$ cat config.mk
export PLATFORM = sky130hd
export DESIGN_NAME = display_reset_sequencer
export DESIGN_NICKNAME = d
export VERILOG_FILES = /design/src/design/display_reset_pkg.sv /design/src/design/display_reset_sequencer.sv
export VERILOG_INCLUDE_DIRS = /design/src /design/src/design
export SDC_FILE = /design/constraint.sdc
export NUM_CORES = 1
export LEC_CHECK = 0
export ABC_AREA = 1
export BUFFER_PORTS_ARGS = -buffer_cell sky130_fd_sc_hd__buf_2
export CAP_MARGIN = 10
export CORE_MARGIN = 2
export CORE_UTILIZATION = 35
export DETAILED_ROUTE_END_ITERATION = 8
export MAX_ROUTING_LAYER = met4
export PLACE_DENSITY = 0.47
export SYNTH_ARGS = -nofsm -noshare
export SYNTH_HDL_FRONTEND = slang
export SYNTH_SLANG_ARGS = --single-unit
$ cat constraint.sdc
create_clock -name mclk_in -period 7.1 [get_ports mclk_in]
set_input_delay 0.355 -clock mclk_in [delete_from_list [all_inputs] [get_ports mclk_in]]
set_output_delay 0.355 -clock mclk_in [all_outputs]
set_load 0.03 [all_outputs]
$ cat src/design/display_reset_map.svh
// Named constants for the display reset sequencer.
// Assumes a single 250 MHz core clock; times are kept in their own unit.
`ifndef DISPLAY_RESET_MAP_SVH
`define DISPLAY_RESET_MAP_SVH
`define CLK_PERIOD_NS 4
`define NS_PER_US 1000
`define RESET_REJECT_NS 5000
`define RESET_VALID_NS 10000
`define COMPLETE_SLEEP_IN_US 5000
`define COMPLETE_SLEEP_OUT_US 120000
`define OTP_WORDS 8
`define OTP_WIDTH 16
`endif

$ cat src/design/display_reset_pkg.sv
// Types shared by the display reset sequencer and its surroundings.
// Assumes the constants header is on the include path.
`include "display_reset_map.svh"
package display_reset_pkg;
  typedef enum {
    ST_IDLE,
    ST_QUALIFY,
    ST_HELD,
    ST_COMPLETE,
    ST_READY
  } seq_state_t;
  typedef struct packed {
    logic ready;
    logic blank;
    logic core_reset;
    logic otp_loaded;
    logic sleep_out_at_reset;
  } seq_status_t;
  typedef struct packed {
    logic rd;
    logic [2:0] addr;
  } otp_req_t;
endpackage

$ cat src/design/display_reset_sequencer.sv
// Reset pin qualification and start-up completion sequencing for a display driver.
// Assumes the reset pin is asynchronous to mclk_in, the sleep state and OTP data
// come from logic on mclk_in, and OTP read data is valid one cycle after a read.
`timescale 1ns/1ns
`include "display_reset_map.svh"
// Contract
// RULE1 - Low pulses under 5 us are ignored; over 10 us always cause full reset.
// RULE2 - Pulses between 5 and 10 us are indeterminate; here they are rejected.
// RULE3 - Host holds the reset pin low at least 10 us for a valid reset.
// RULE4 - Completion ends within 5 ms from sleep-in, 120 ms from sleep-out.
// RULE5 - Display is blanked throughout reset, then returns to default state.
// RULE6 - OTP contents are copied to internal registers within 5 ms of release.
// RULE7 - Host waits at least 5 ms after release before sending commands.
// RULE8 - Host sends no sleep-out command until 120 ms after release.
// RULE9 - Host held reset high at power-up must reset after both supplies are present.
// RULE10 - Host held reset low at power-up keeps it low 10 us after supplies.
// RULE11 - Short high spikes inside a valid low pulse neither end nor restart reset.
// RULE12 - Ready stays low until completion time elapses, gating command decode.
module display_reset_sequencer #(
  parameter int SLEEP_IN_US = `COMPLETE_SLEEP_IN_US,
  parameter int SLEEP_OUT_US = `COMPLETE_SLEEP_OUT_US,
  parameter int OTP_WORDS = `OTP_WORDS,
  parameter int OTP_WIDTH = `OTP_WIDTH
) (
  input wire logic mclk_in,
  input wire logic arst_n_in,
  input wire logic reset_input_low_n_in,
  input wire logic sleep_out_in,
  input wire logic [OTP_WIDTH-1:0] otp_data_in,
  input wire logic [2:0] cfg_sel_in,
  output display_reset_pkg::otp_req_t otp_req_out,
  output logic [OTP_WIDTH-1:0] cfg_word_out,
  output display_reset_pkg::seq_status_t status_out
);
  localparam int REJECT_CYC =
    (`RESET_REJECT_NS + `CLK_PERIOD_NS - 1) / `CLK_PERIOD_NS;
  localparam int VALID_CYC =
    (`RESET_VALID_NS + `CLK_PERIOD_NS - 1) / `CLK_PERIOD_NS;
  localparam int TICK_CYC = `NS_PER_US / `CLK_PERIOD_NS;
  localparam int REJECT_US = `RESET_REJECT_NS / `NS_PER_US;
  localparam int PW = $clog2(VALID_CYC + 1);
  localparam int TW = $clog2(SLEEP_OUT_US + 1);
  localparam int DW = $clog2(TICK_CYC);

  logic pin_meta_r;
  logic pin_sync_r;
  display_reset_pkg::seq_state_t state_r;
  logic [PW-1:0] low_cnt_r;
  logic [PW-1:0] high_cnt_r;
  logic [DW-1:0] div_cnt_r;
  logic tick_r;
  logic [TW-1:0] us_cnt_r;
  logic [TW-1:0] limit_r;
  logic sleep_out_r;
  logic [3:0] otp_idx_r;
  logic otp_pend_r;
  logic [2:0] otp_addr_pend_r;
  logic otp_loaded_r;
  logic [OTP_WIDTH-1:0] otp_shadow_r [OTP_WORDS];
  logic spike_over;
  logic release_seen;
  logic complete_done;
  display_reset_pkg::seq_state_t resume_r;
  logic ready_nxt;

  // Two flops before anything looks at the pin
  always_ff @(posedge mclk_in or negedge arst_n_in)
  begin
    if (!arst_n_in)
    begin
      pin_meta_r <= 1'b1;
      pin_sync_r <= 1'b1;
    end
    else
    begin
      pin_meta_r <= reset_input_low_n_in;
      pin_sync_r <= pin_meta_r;
    end
  end

  // Microsecond enable for the long completion timers
  always_ff @(posedge mclk_in or negedge arst_n_in)
  begin
    if (!arst_n_in)
    begin
      div_cnt_r <= '0;
      tick_r <= 1'b0;
    end
    else if (state_r == display_reset_pkg::ST_HELD && release_seen)
    begin
      // Grid restarts at confirmed release, so ready can never come up early
      div_cnt_r <= '0;
      tick_r <= 1'b0; // RULE12
    end
    else if (div_cnt_r == DW'(TICK_CYC - 1))
    begin
      div_cnt_r <= '0;
      tick_r <= 1'b1;
    end
    else
    begin
      div_cnt_r <= div_cnt_r + 1'b1;
      tick_r <= 1'b0;
    end
  end

  // Low width counts only while low; high time counts how long a high has lasted.
  // A high shorter than the reject width is treated as a spike and keeps the low count.
  always_ff @(posedge mclk_in or negedge arst_n_in)
  begin
    if (!arst_n_in)
    begin
      low_cnt_r <= '0;
      high_cnt_r <= '0;
    end
    else if (state_r == display_reset_pkg::ST_IDLE ||
             state_r == display_reset_pkg::ST_READY ||
             state_r == display_reset_pkg::ST_COMPLETE)
    begin
      low_cnt_r <= '0;
      high_cnt_r <= '0;
    end
    else if (!pin_sync_r)
    begin
      high_cnt_r <= '0; // RULE11
      if (low_cnt_r != PW'(VALID_CYC))
        low_cnt_r <= low_cnt_r + 1'b1;
    end
    else if (!spike_over)
      high_cnt_r <= high_cnt_r + 1'b1;
  end

  assign spike_over = (high_cnt_r == PW'(REJECT_CYC)); // RULE11
  assign release_seen = spike_over;
  assign complete_done = (us_cnt_r >= limit_r) && otp_loaded_r;
  // Ready holds while a pulse from the ready state is still being qualified
  assign ready_nxt = (state_r == display_reset_pkg::ST_READY) ||
                     (state_r == display_reset_pkg::ST_QUALIFY &&
                      resume_r == display_reset_pkg::ST_READY);

  // A rejected pulse must return the sequencer to the state it left
  always_ff @(posedge mclk_in or negedge arst_n_in)
  begin
    if (!arst_n_in)
      resume_r <= display_reset_pkg::ST_IDLE;
    else if (state_r != display_reset_pkg::ST_QUALIFY)
      resume_r <= state_r; // RULE1
  end

  always_ff @(posedge mclk_in or negedge arst_n_in)
  begin
    if (!arst_n_in)
      state_r <= display_reset_pkg::ST_IDLE;
    else
    begin
      case (state_r)
        display_reset_pkg::ST_IDLE,
        display_reset_pkg::ST_READY:
          if (!pin_sync_r)
            state_r <= display_reset_pkg::ST_QUALIFY;
        display_reset_pkg::ST_QUALIFY:
          if (low_cnt_r == PW'(VALID_CYC))
            state_r <= display_reset_pkg::ST_HELD; // RULE1
          else if (release_seen)
            state_r <= resume_r; // RULE1 RULE2
        display_reset_pkg::ST_HELD:
          if (release_seen)
            state_r <= display_reset_pkg::ST_COMPLETE; // RULE11
        display_reset_pkg::ST_COMPLETE:
          if (!pin_sync_r)
            state_r <= display_reset_pkg::ST_QUALIFY;
          else if (complete_done)
            state_r <= display_reset_pkg::ST_READY; // RULE4
        default:
          state_r <= display_reset_pkg::ST_IDLE;
      endcase
    end
  end

  // Sleep state is caught when the reset is accepted and picks the completion limit
  always_ff @(posedge mclk_in or negedge arst_n_in)
  begin
    if (!arst_n_in)
    begin
      sleep_out_r <= 1'b0;
      limit_r <= TW'(SLEEP_IN_US);
    end
    else if (state_r == display_reset_pkg::ST_QUALIFY && low_cnt_r == PW'(VALID_CYC))
    begin
      sleep_out_r <= sleep_out_in;
      limit_r <= sleep_out_in ? TW'(SLEEP_OUT_US) : TW'(SLEEP_IN_US); // RULE4
    end
  end

  // Release is confirmed one reject width after the rising edge, so the timer
  // starts with that time already counted to stay measured from the edge.
  always_ff @(posedge mclk_in or negedge arst_n_in)
  begin
    if (!arst_n_in)
      us_cnt_r <= '0;
    else if (state_r == display_reset_pkg::ST_HELD && release_seen)
      us_cnt_r <= TW'(REJECT_US); // RULE4
    else if (state_r == display_reset_pkg::ST_COMPLETE && tick_r && us_cnt_r < limit_r)
      us_cnt_r <= us_cnt_r + 1'b1;
  end

  // OTP copy runs at the start of completion, far inside the shortest limit
  always_ff @(posedge mclk_in or negedge arst_n_in)
  begin
    if (!arst_n_in)
    begin
      otp_idx_r <= '0;
      otp_pend_r <= 1'b0;
      otp_addr_pend_r <= '0;
      otp_loaded_r <= 1'b0;
      otp_req_out <= '0;
    end
    else if (state_r != display_reset_pkg::ST_COMPLETE)
    begin
      otp_idx_r <= '0;
      otp_pend_r <= 1'b0;
      otp_req_out <= '0;
      // Only an accepted reset discards the loaded copy
      if (state_r == display_reset_pkg::ST_HELD)
        otp_loaded_r <= 1'b0; // RULE6
    end
    else
    begin
      otp_pend_r <= otp_req_out.rd;
      otp_addr_pend_r <= otp_req_out.addr;
      if (otp_idx_r < 4'(OTP_WORDS) && !otp_loaded_r)
      begin
        otp_req_out.rd <= 1'b1; // RULE6
        otp_req_out.addr <= otp_idx_r[2:0];
        otp_idx_r <= otp_idx_r + 1'b1;
      end
      else
        otp_req_out.rd <= 1'b0;
      if (otp_pend_r && otp_addr_pend_r == 3'(OTP_WORDS - 1))
        otp_loaded_r <= 1'b1; // RULE6
    end
  end

  always_ff @(posedge mclk_in)
  begin
    if (otp_pend_r && state_r == display_reset_pkg::ST_COMPLETE)
      otp_shadow_r[otp_addr_pend_r] <= otp_data_in; // RULE6
  end

  always_ff @(posedge mclk_in or negedge arst_n_in)
  begin
    if (!arst_n_in)
      cfg_word_out <= '0;
    else if (otp_loaded_r)
      cfg_word_out <= otp_shadow_r[cfg_sel_in];
    else
      cfg_word_out <= '0;
  end

  // After power-up nothing is ready until a hardware reset has completed
  always_ff @(posedge mclk_in or negedge arst_n_in)
  begin
    if (!arst_n_in)
      status_out <= '{ready: 1'b0, blank: 1'b1, core_reset: 1'b1,
                       otp_loaded: 1'b0, sleep_out_at_reset: 1'b0};
    else
    begin
      status_out.ready <= ready_nxt; // RULE12
      status_out.blank <= !ready_nxt; // RULE5
      status_out.core_reset <= (state_r == display_reset_pkg::ST_HELD) ||
                               (state_r == display_reset_pkg::ST_IDLE &&
                                !status_out.ready && status_out.core_reset); // RULE5
      status_out.otp_loaded <= otp_loaded_r;
      status_out.sleep_out_at_reset <= sleep_out_r;
    end
  end
endmodule // display_reset_sequencer

# [Word-level counts from Yosys, hierarchy flattened]
# Memories as Yosys holds them, arrays and structs flattened.
# Index checks and enable logic that the tools add are counted.
[classes] add_sub_neg=5 n_lt_le_gt_ge=3 n_eq_ne=23 n_mux=32 n_reduce_logical=28
[ops] cell="2-to-1 mux 32 bit" n=6
[ops] cell="one-hot mux 32 bit (4 select lines)" n=1
[ops] cell="equality test 32 x 2 -> 1 bit (second input constant)" n=3
[ops] cell="equality test 32 x 3 -> 1 bit (second input constant)" n=3
[ops] cell="2-to-1 mux 12 bit" n=6
[ops] cell="equality test 32 x 4 -> 1 bit (second input constant)" n=2
[ops] cell="zero test 32 bit" n=2
[ops] cell="2-to-1 mux 17 bit" n=3
[ops] cell="equality test 32 x 1 -> 1 bit (second input constant)" n=1
[ops] cell="inequality test 32 x 2 -> 1 bit (second input constant)" n=1
[ops] cell="inequality test 32 x 3 -> 1 bit (second input constant)" n=1
[ops] cell="adder 12 x 1 -> 12 bit (second input constant)" n=2
[ops] cell="adder 17 x 1 -> 17 bit (second input constant)" n=1
[ops] cell=">= comparator 17 bit" n=1
[ops] cell="less-than comparator 17 bit" n=1
[ops] cell="2-to-1 mux 16 bit" n=1
[ops] cell="2-to-1 mux 8 bit" n=2
[ops] cell="equality test 12 x 11 -> 1 bit (second input constant)" n=1
[ops] cell="equality test 12 bit (second input constant)" n=1
[ops] cell="2-to-1 mux 4 bit" n=3
[ops] cell="inequality test 12 bit (second input constant)" n=1
[ops] cell="logical AND 1 bit" n=11
[ops] cell="2-to-1 mux 1 bit" n=9
[ops] cell="adder 8 x 1 -> 8 bit (second input constant)" n=1
[ops] cell="other kinds (15)" n=27
[totals] reg_bits=168 mem_bits_rw=128 out_inout_bits=25 memories=1
[mem_list] memory="otp_shadow_r" depth=8 word_bits=16 read_ports=1 rd_clocked_by_memory_dff=0 wr=1 line_no="display_reset_sequencer.sv:59" text="logic [OTP_WIDTH-1:0] otp_shadow_r [OTP_WORDS];"

# [Logic depth before layout (Yosys ltp)]
[depth] ltp_word=5 mapped_depth=14 mapped_depth_nobuf=13

# [Least setup slack after synthesis]
# OpenSTA, ideal clock, no wires.
[synth_timing] path_type="flip-flop to flip-flop" from="register state_r[31]" to="memory otp_shadow_r[3][0] (netlist name) (enable)" arrival_ps=2315 required_time_ps=6691 slack_ps=4376 stages_incl_launch_ff=10 period_less_slack_ps=2724 path_cell_list="dfrtp_1 -> nor2_1 -> nand2_1 -> nor2_2 -> nand2_4 -> clkinv_4 -> nand3_4 -> clkinv_2 -> nand3_1 -> nor3_1"
[synth_between] elab_chain_cells=4
[synth_rtl] element="start: declaration" line_no="display_reset_sequencer.sv:47" text="display_reset_pkg::seq_state_t state_r;"
[synth_rtl] element="start signal: assignment" line_no="display_reset_sequencer.sv:153" text="state_r <= display_reset_pkg::ST_IDLE;"
[synth_rtl] element="start signal: assignment" line_no="display_reset_sequencer.sv:160" text="state_r <= display_reset_pkg::ST_QUALIFY;"
[synth_rtl] element="start signal: assignment" line_no="display_reset_sequencer.sv:163" text="state_r <= display_reset_pkg::ST_HELD;"
[synth_rtl] element="equality test 32 x 3 -> 1 bit" line_no="display_reset_sequencer.sv:246" text="if (otp_pend_r && state_r == display_reset_pkg::ST_COMPLETE)"
[synth_rtl] element="logical AND 1 bit" line_no="display_reset_sequencer.sv:246"
[synth_rtl] element="2-to-1 mux 1 bit" line_no="display_reset_sequencer.sv:246"
[synth_rtl] element="2-to-1 mux 1 bit (not written as such)" line_no="display_reset_sequencer.sv:247" text="otp_shadow_r[otp_addr_pend_r] <= otp_data_in;"
[synth_rtl] element="end: declaration" line_no="display_reset_sequencer.sv:59"
# Every way passes these cells.

# [Worst setup path after layout]
[layout_timing] from="register limit_r[9]" to="register us_cnt_r[1]"
[layout_between] elab_chain_cells=3
[layout_rtl] element="start: declaration" line_no="display_reset_sequencer.sv:53" text="logic [TW-1:0] limit_r;"
[layout_rtl] element="start signal: assignment" line_no="display_reset_sequencer.sv:186" text="limit_r <= TW'(SLEEP_IN_US);"
[layout_rtl] element="start signal: assignment" line_no="display_reset_sequencer.sv:191" text="limit_r <= sleep_out_in ? TW'(SLEEP_OUT_US) : TW'(SLEEP_IN_US);"
[layout_rtl] element="less-than comparator 17 bit" line_no="display_reset_sequencer.sv:203" text="else if (state_r == display_reset_pkg::ST_COMPLETE && tick_r && us_cnt_r < limit_r)"
[layout_rtl] element="logical AND 1 bit" line_no="display_reset_sequencer.sv:203"
[layout_rtl] element="nonzero test 2 bit (no line)"
[layout_rtl] element="end signal: assignment" line_no="display_reset_sequencer.sv:202" text="us_cnt_r <= TW'(REJECT_US);"
[layout_rtl] element="end signal: assignment" line_no="display_reset_sequencer.sv:204" text="us_cnt_r <= us_cnt_r + 1'b1;"
[layout_rtl] element="end: declaration" line_no="display_reset_sequencer.sv:52" text="logic [TW-1:0] us_cnt_r;"
# Every way passes these cells.
# A chain may end at the register's enable or synchronous reset.

==> metrics.txt <==
crit path time final 2.67 ns; clock transition at the registers of the reported paths 0.06 ns; synthesized instance count 1202; most frequent cells in the layout nor2_1, dfrtp_1, edfxtp_1; Synth area leader edfxtp_1; worst skew pair latency 0.58 ns; DRC 0; Peak VDD IR 0.000224 V; Hold Crit Class in -> reg; largest stage delay on the critical path 0.66 ns; HPWL after DPL 17000 um; largest cells by area after synthesis edfxtp_1, dfrtp_1, nor2_1; area growth from synthesis to layout 14.7%; ys async rst share 54.3%; Tcrit/Tclk final 37.5%; WP data required 7.56 ns; Cell Rows 68; Initial Util 35.4%; P per Cell Area about 250 nW/um^2; largest net degree at the start of global routing 81; setup bufs post-CTS 0; crit start category flip-flop; maximum clock path buffer count 3; Fillers 3418; ratio of cells with drive above 1 in the final layout 14.6%; Crit-path slowest cell nor2_1; Core ar. 34400 um^2; Lkg Pwr 5.90 nW; Critical Path AT 3.12 ns; overall routed net length 28700 um; Syn Nets 1242; post-route setup TNS 0 ns; Final Hold Viols 0; clock root buffer clkbuf_16; placer congestion estimate between 0.8 and 0.9; Vias per Instance 4.84; antenna violations before repair 1; first-pass GRT wire length 46900 um; flops & latches, synth 280; fin. max-slew vios 0; total power draw roughly 0.0035 W; Clock Sinks 280; Layout Nets about 1300; Post-synth EDFFs 128; CP Cell Sequence inv_1 > ha_1 > nand2_1 > inv_1 > nand3_1 > nand3_1 > nand2_1 > nand2_1 > nor2_1 > nor2_1 > inv_2 > o21ai_0; port buffer count 47; Worst slew margin 30.1%; Cell Area, Synth roughly 12000 um^2; Finished Layout Cells 1737; num ports 48; Die ar. approximately 36000 um^2; Seq/Total Area, Yosys 62.9%; Die W 190 um; initial drt markers between 300 and 400; Routed WL per cell around 17 um; CP max FO 11; crit path kind reg -> reg; Warnings, synthesis 0; CTS tree yes; Worst-Margin Slew 1.05 ns; most frequent CP cell nand2_1; Die Ht 190 um; Post-Syn Area per Cell around 10 um^2; most common cell after layout, fill and taps aside nor2_1; post-route ant nets 0; # Max-Cap Violations 0; vias in the first global route 8575; drt pass-1 iters 5; Top FF cell, synth dfrtp_1; Yosys cell types 46; f_max 0.375 GHz; grt ovf 0; total track usage between 10% and 20%; status complete, no violations; endpoints failing setup 0; cts bufs inserted 31; Via Count approximately 8400; Util after Layout between 40% and 50%; clk_skew 0.0163 ns; placed cell count ~1700; Crit. End Element flip-flop; RSZ-0062 raised after global routing false; H-tree Lvls 1; top cell type's share of synthesized area 31.6%
## cells in the mapped netlist, types with 2 or more instances
library cell	n
nor2_4	7
nor3_1	27
nand2_2	4
a31oi_1	18
nand2_1	125
dfrtp_1	147
nand3_2	2
clkbuf_1	23
a21oi_1	17
inv_2	5
or2_2	29
nand3_4	2
nand4_1	20
buf_6	3
nor2_1	247
xor2_1	18
edfxtp_1	128
nor4_1	3
o21ai_1	4
xnor2_1	7
buf_2	6
dfstp_2	5
nor3b_1	3
o22ai_1	17
nor2_2	13
o21ai_0	94
buf_4	3
inv_1	104
nand2_4	3
buf_1	3
nand3_1	84
ha_1	17
## final cells by class
class / count / area, um^2 / area share, %
Antenna cell: 1 / 2.50 / 0.0179
Clock buffer: 41 / 823 / 5.90
Clock inverter: 17 / 213 / 1.52
Inverter: 111 / 423 / 3.03
Multi-Input combinational cell: 772 / 3930 / 28.1
Sequential cell: 280 / 7650 / 54.9
Tap cell: 455 / 569 / 4.08
Timing Repair Buffer: 60 / 344 / 2.47
## layer usage
metal / track usage, % / share of wire [%] / vias to the layer above / routed length [um]
met4: 4.23 / 2.1 / 0 / 590
met1: 22.9 / 47 / 4069 / 13600
li1: - / - / 4135 / -
met5: - / 0 / - / 0
met2: 26.7 / 47 / 158 / 13300
met3: 2.32 / 4.2 / 37 / 1200
## worst max-delay path, delay by kind of cell (launching register included)
kind,cells,cell delay (ns)
simple gates,7,1.29
flops,1,0.55
buf+inv,3,0.32
fa+ha+maj,1,0.29
compound gates,1,0.09
## registers in the layout (all words and copies together) (netlist names)
signal,count
otp_shadow_r,128
resume_r,32
state_r,32
us_cnt_r,17
cfg_word_out,16
high_cnt_r,12
low_cnt_r,12
div_cnt_r,8
status_out,5
otp_idx_r,4
otp_req_out,4
otp_addr_pend_r,3
limit_r,2
otp_loaded_r,1
otp_pend_r,1
pin_meta_r,1
pin_sync_r,1
tick_r,1
## timing repair
item	4_1_cts	5_1_grt
gates resized for setup	0	0
endpoints found under the hold margin	77	0
hold buffers	2	0
## power by group
group          switching (W)  total [W]  leakage [nW]  internal [W]
combinational      0.0000943   0.000133          2.17     0.0000390
sequential         0.0000190    0.00174          3.22       0.00172
clock               0.000656    0.00165         0.507      0.000993
## stage by stage
step	instance area (um^2)	worst slack, ns	hold WS [ns]
floorplan	12200	4.38	0.0594
global placement	12900	4.43	0.347
detailed placement	12900	4.38	0.349
CTS	14000	4.37	0.0276
global route	14000	4.11	0.0468
finish	14000	4.43	0.0540
## cells by family (layout without fill, tap and decap cells)
family          Yosys count  after routing  synth area share (%)
fa+ha+maj                17             17                  1.75
buf+inv                 150            229                  5.11
other cells               0              1                     0
xor+xnor                 25             25                  1.80
flops                   280            280                  62.9
simple gates            572            572                  21.4
compound gates          157            157                  6.99
mux                       1              1                0.0823
## worst paths after layout
check / start / to / slack [ns] / cells past startpoint
min in group asynchronous: arst_n_in / cfg_word_out[12] / 0.42 / 2
min: otp_data_in[13] / otp_shadow_r[4][13] / 0.05 / 1
max in group asynchronous: arst_n_in / state_r[16] / 5.17 / 3
min reg2reg: pin_meta_r / pin_sync_r / 0.36 / 0
max: limit_r[9] / us_cnt_r[1] / 4.43 / 12
max reg2reg: limit_r[9] / us_cnt_r[1] / 4.43 / 12
Note: power is estimated with default switching activity, not from simulation.
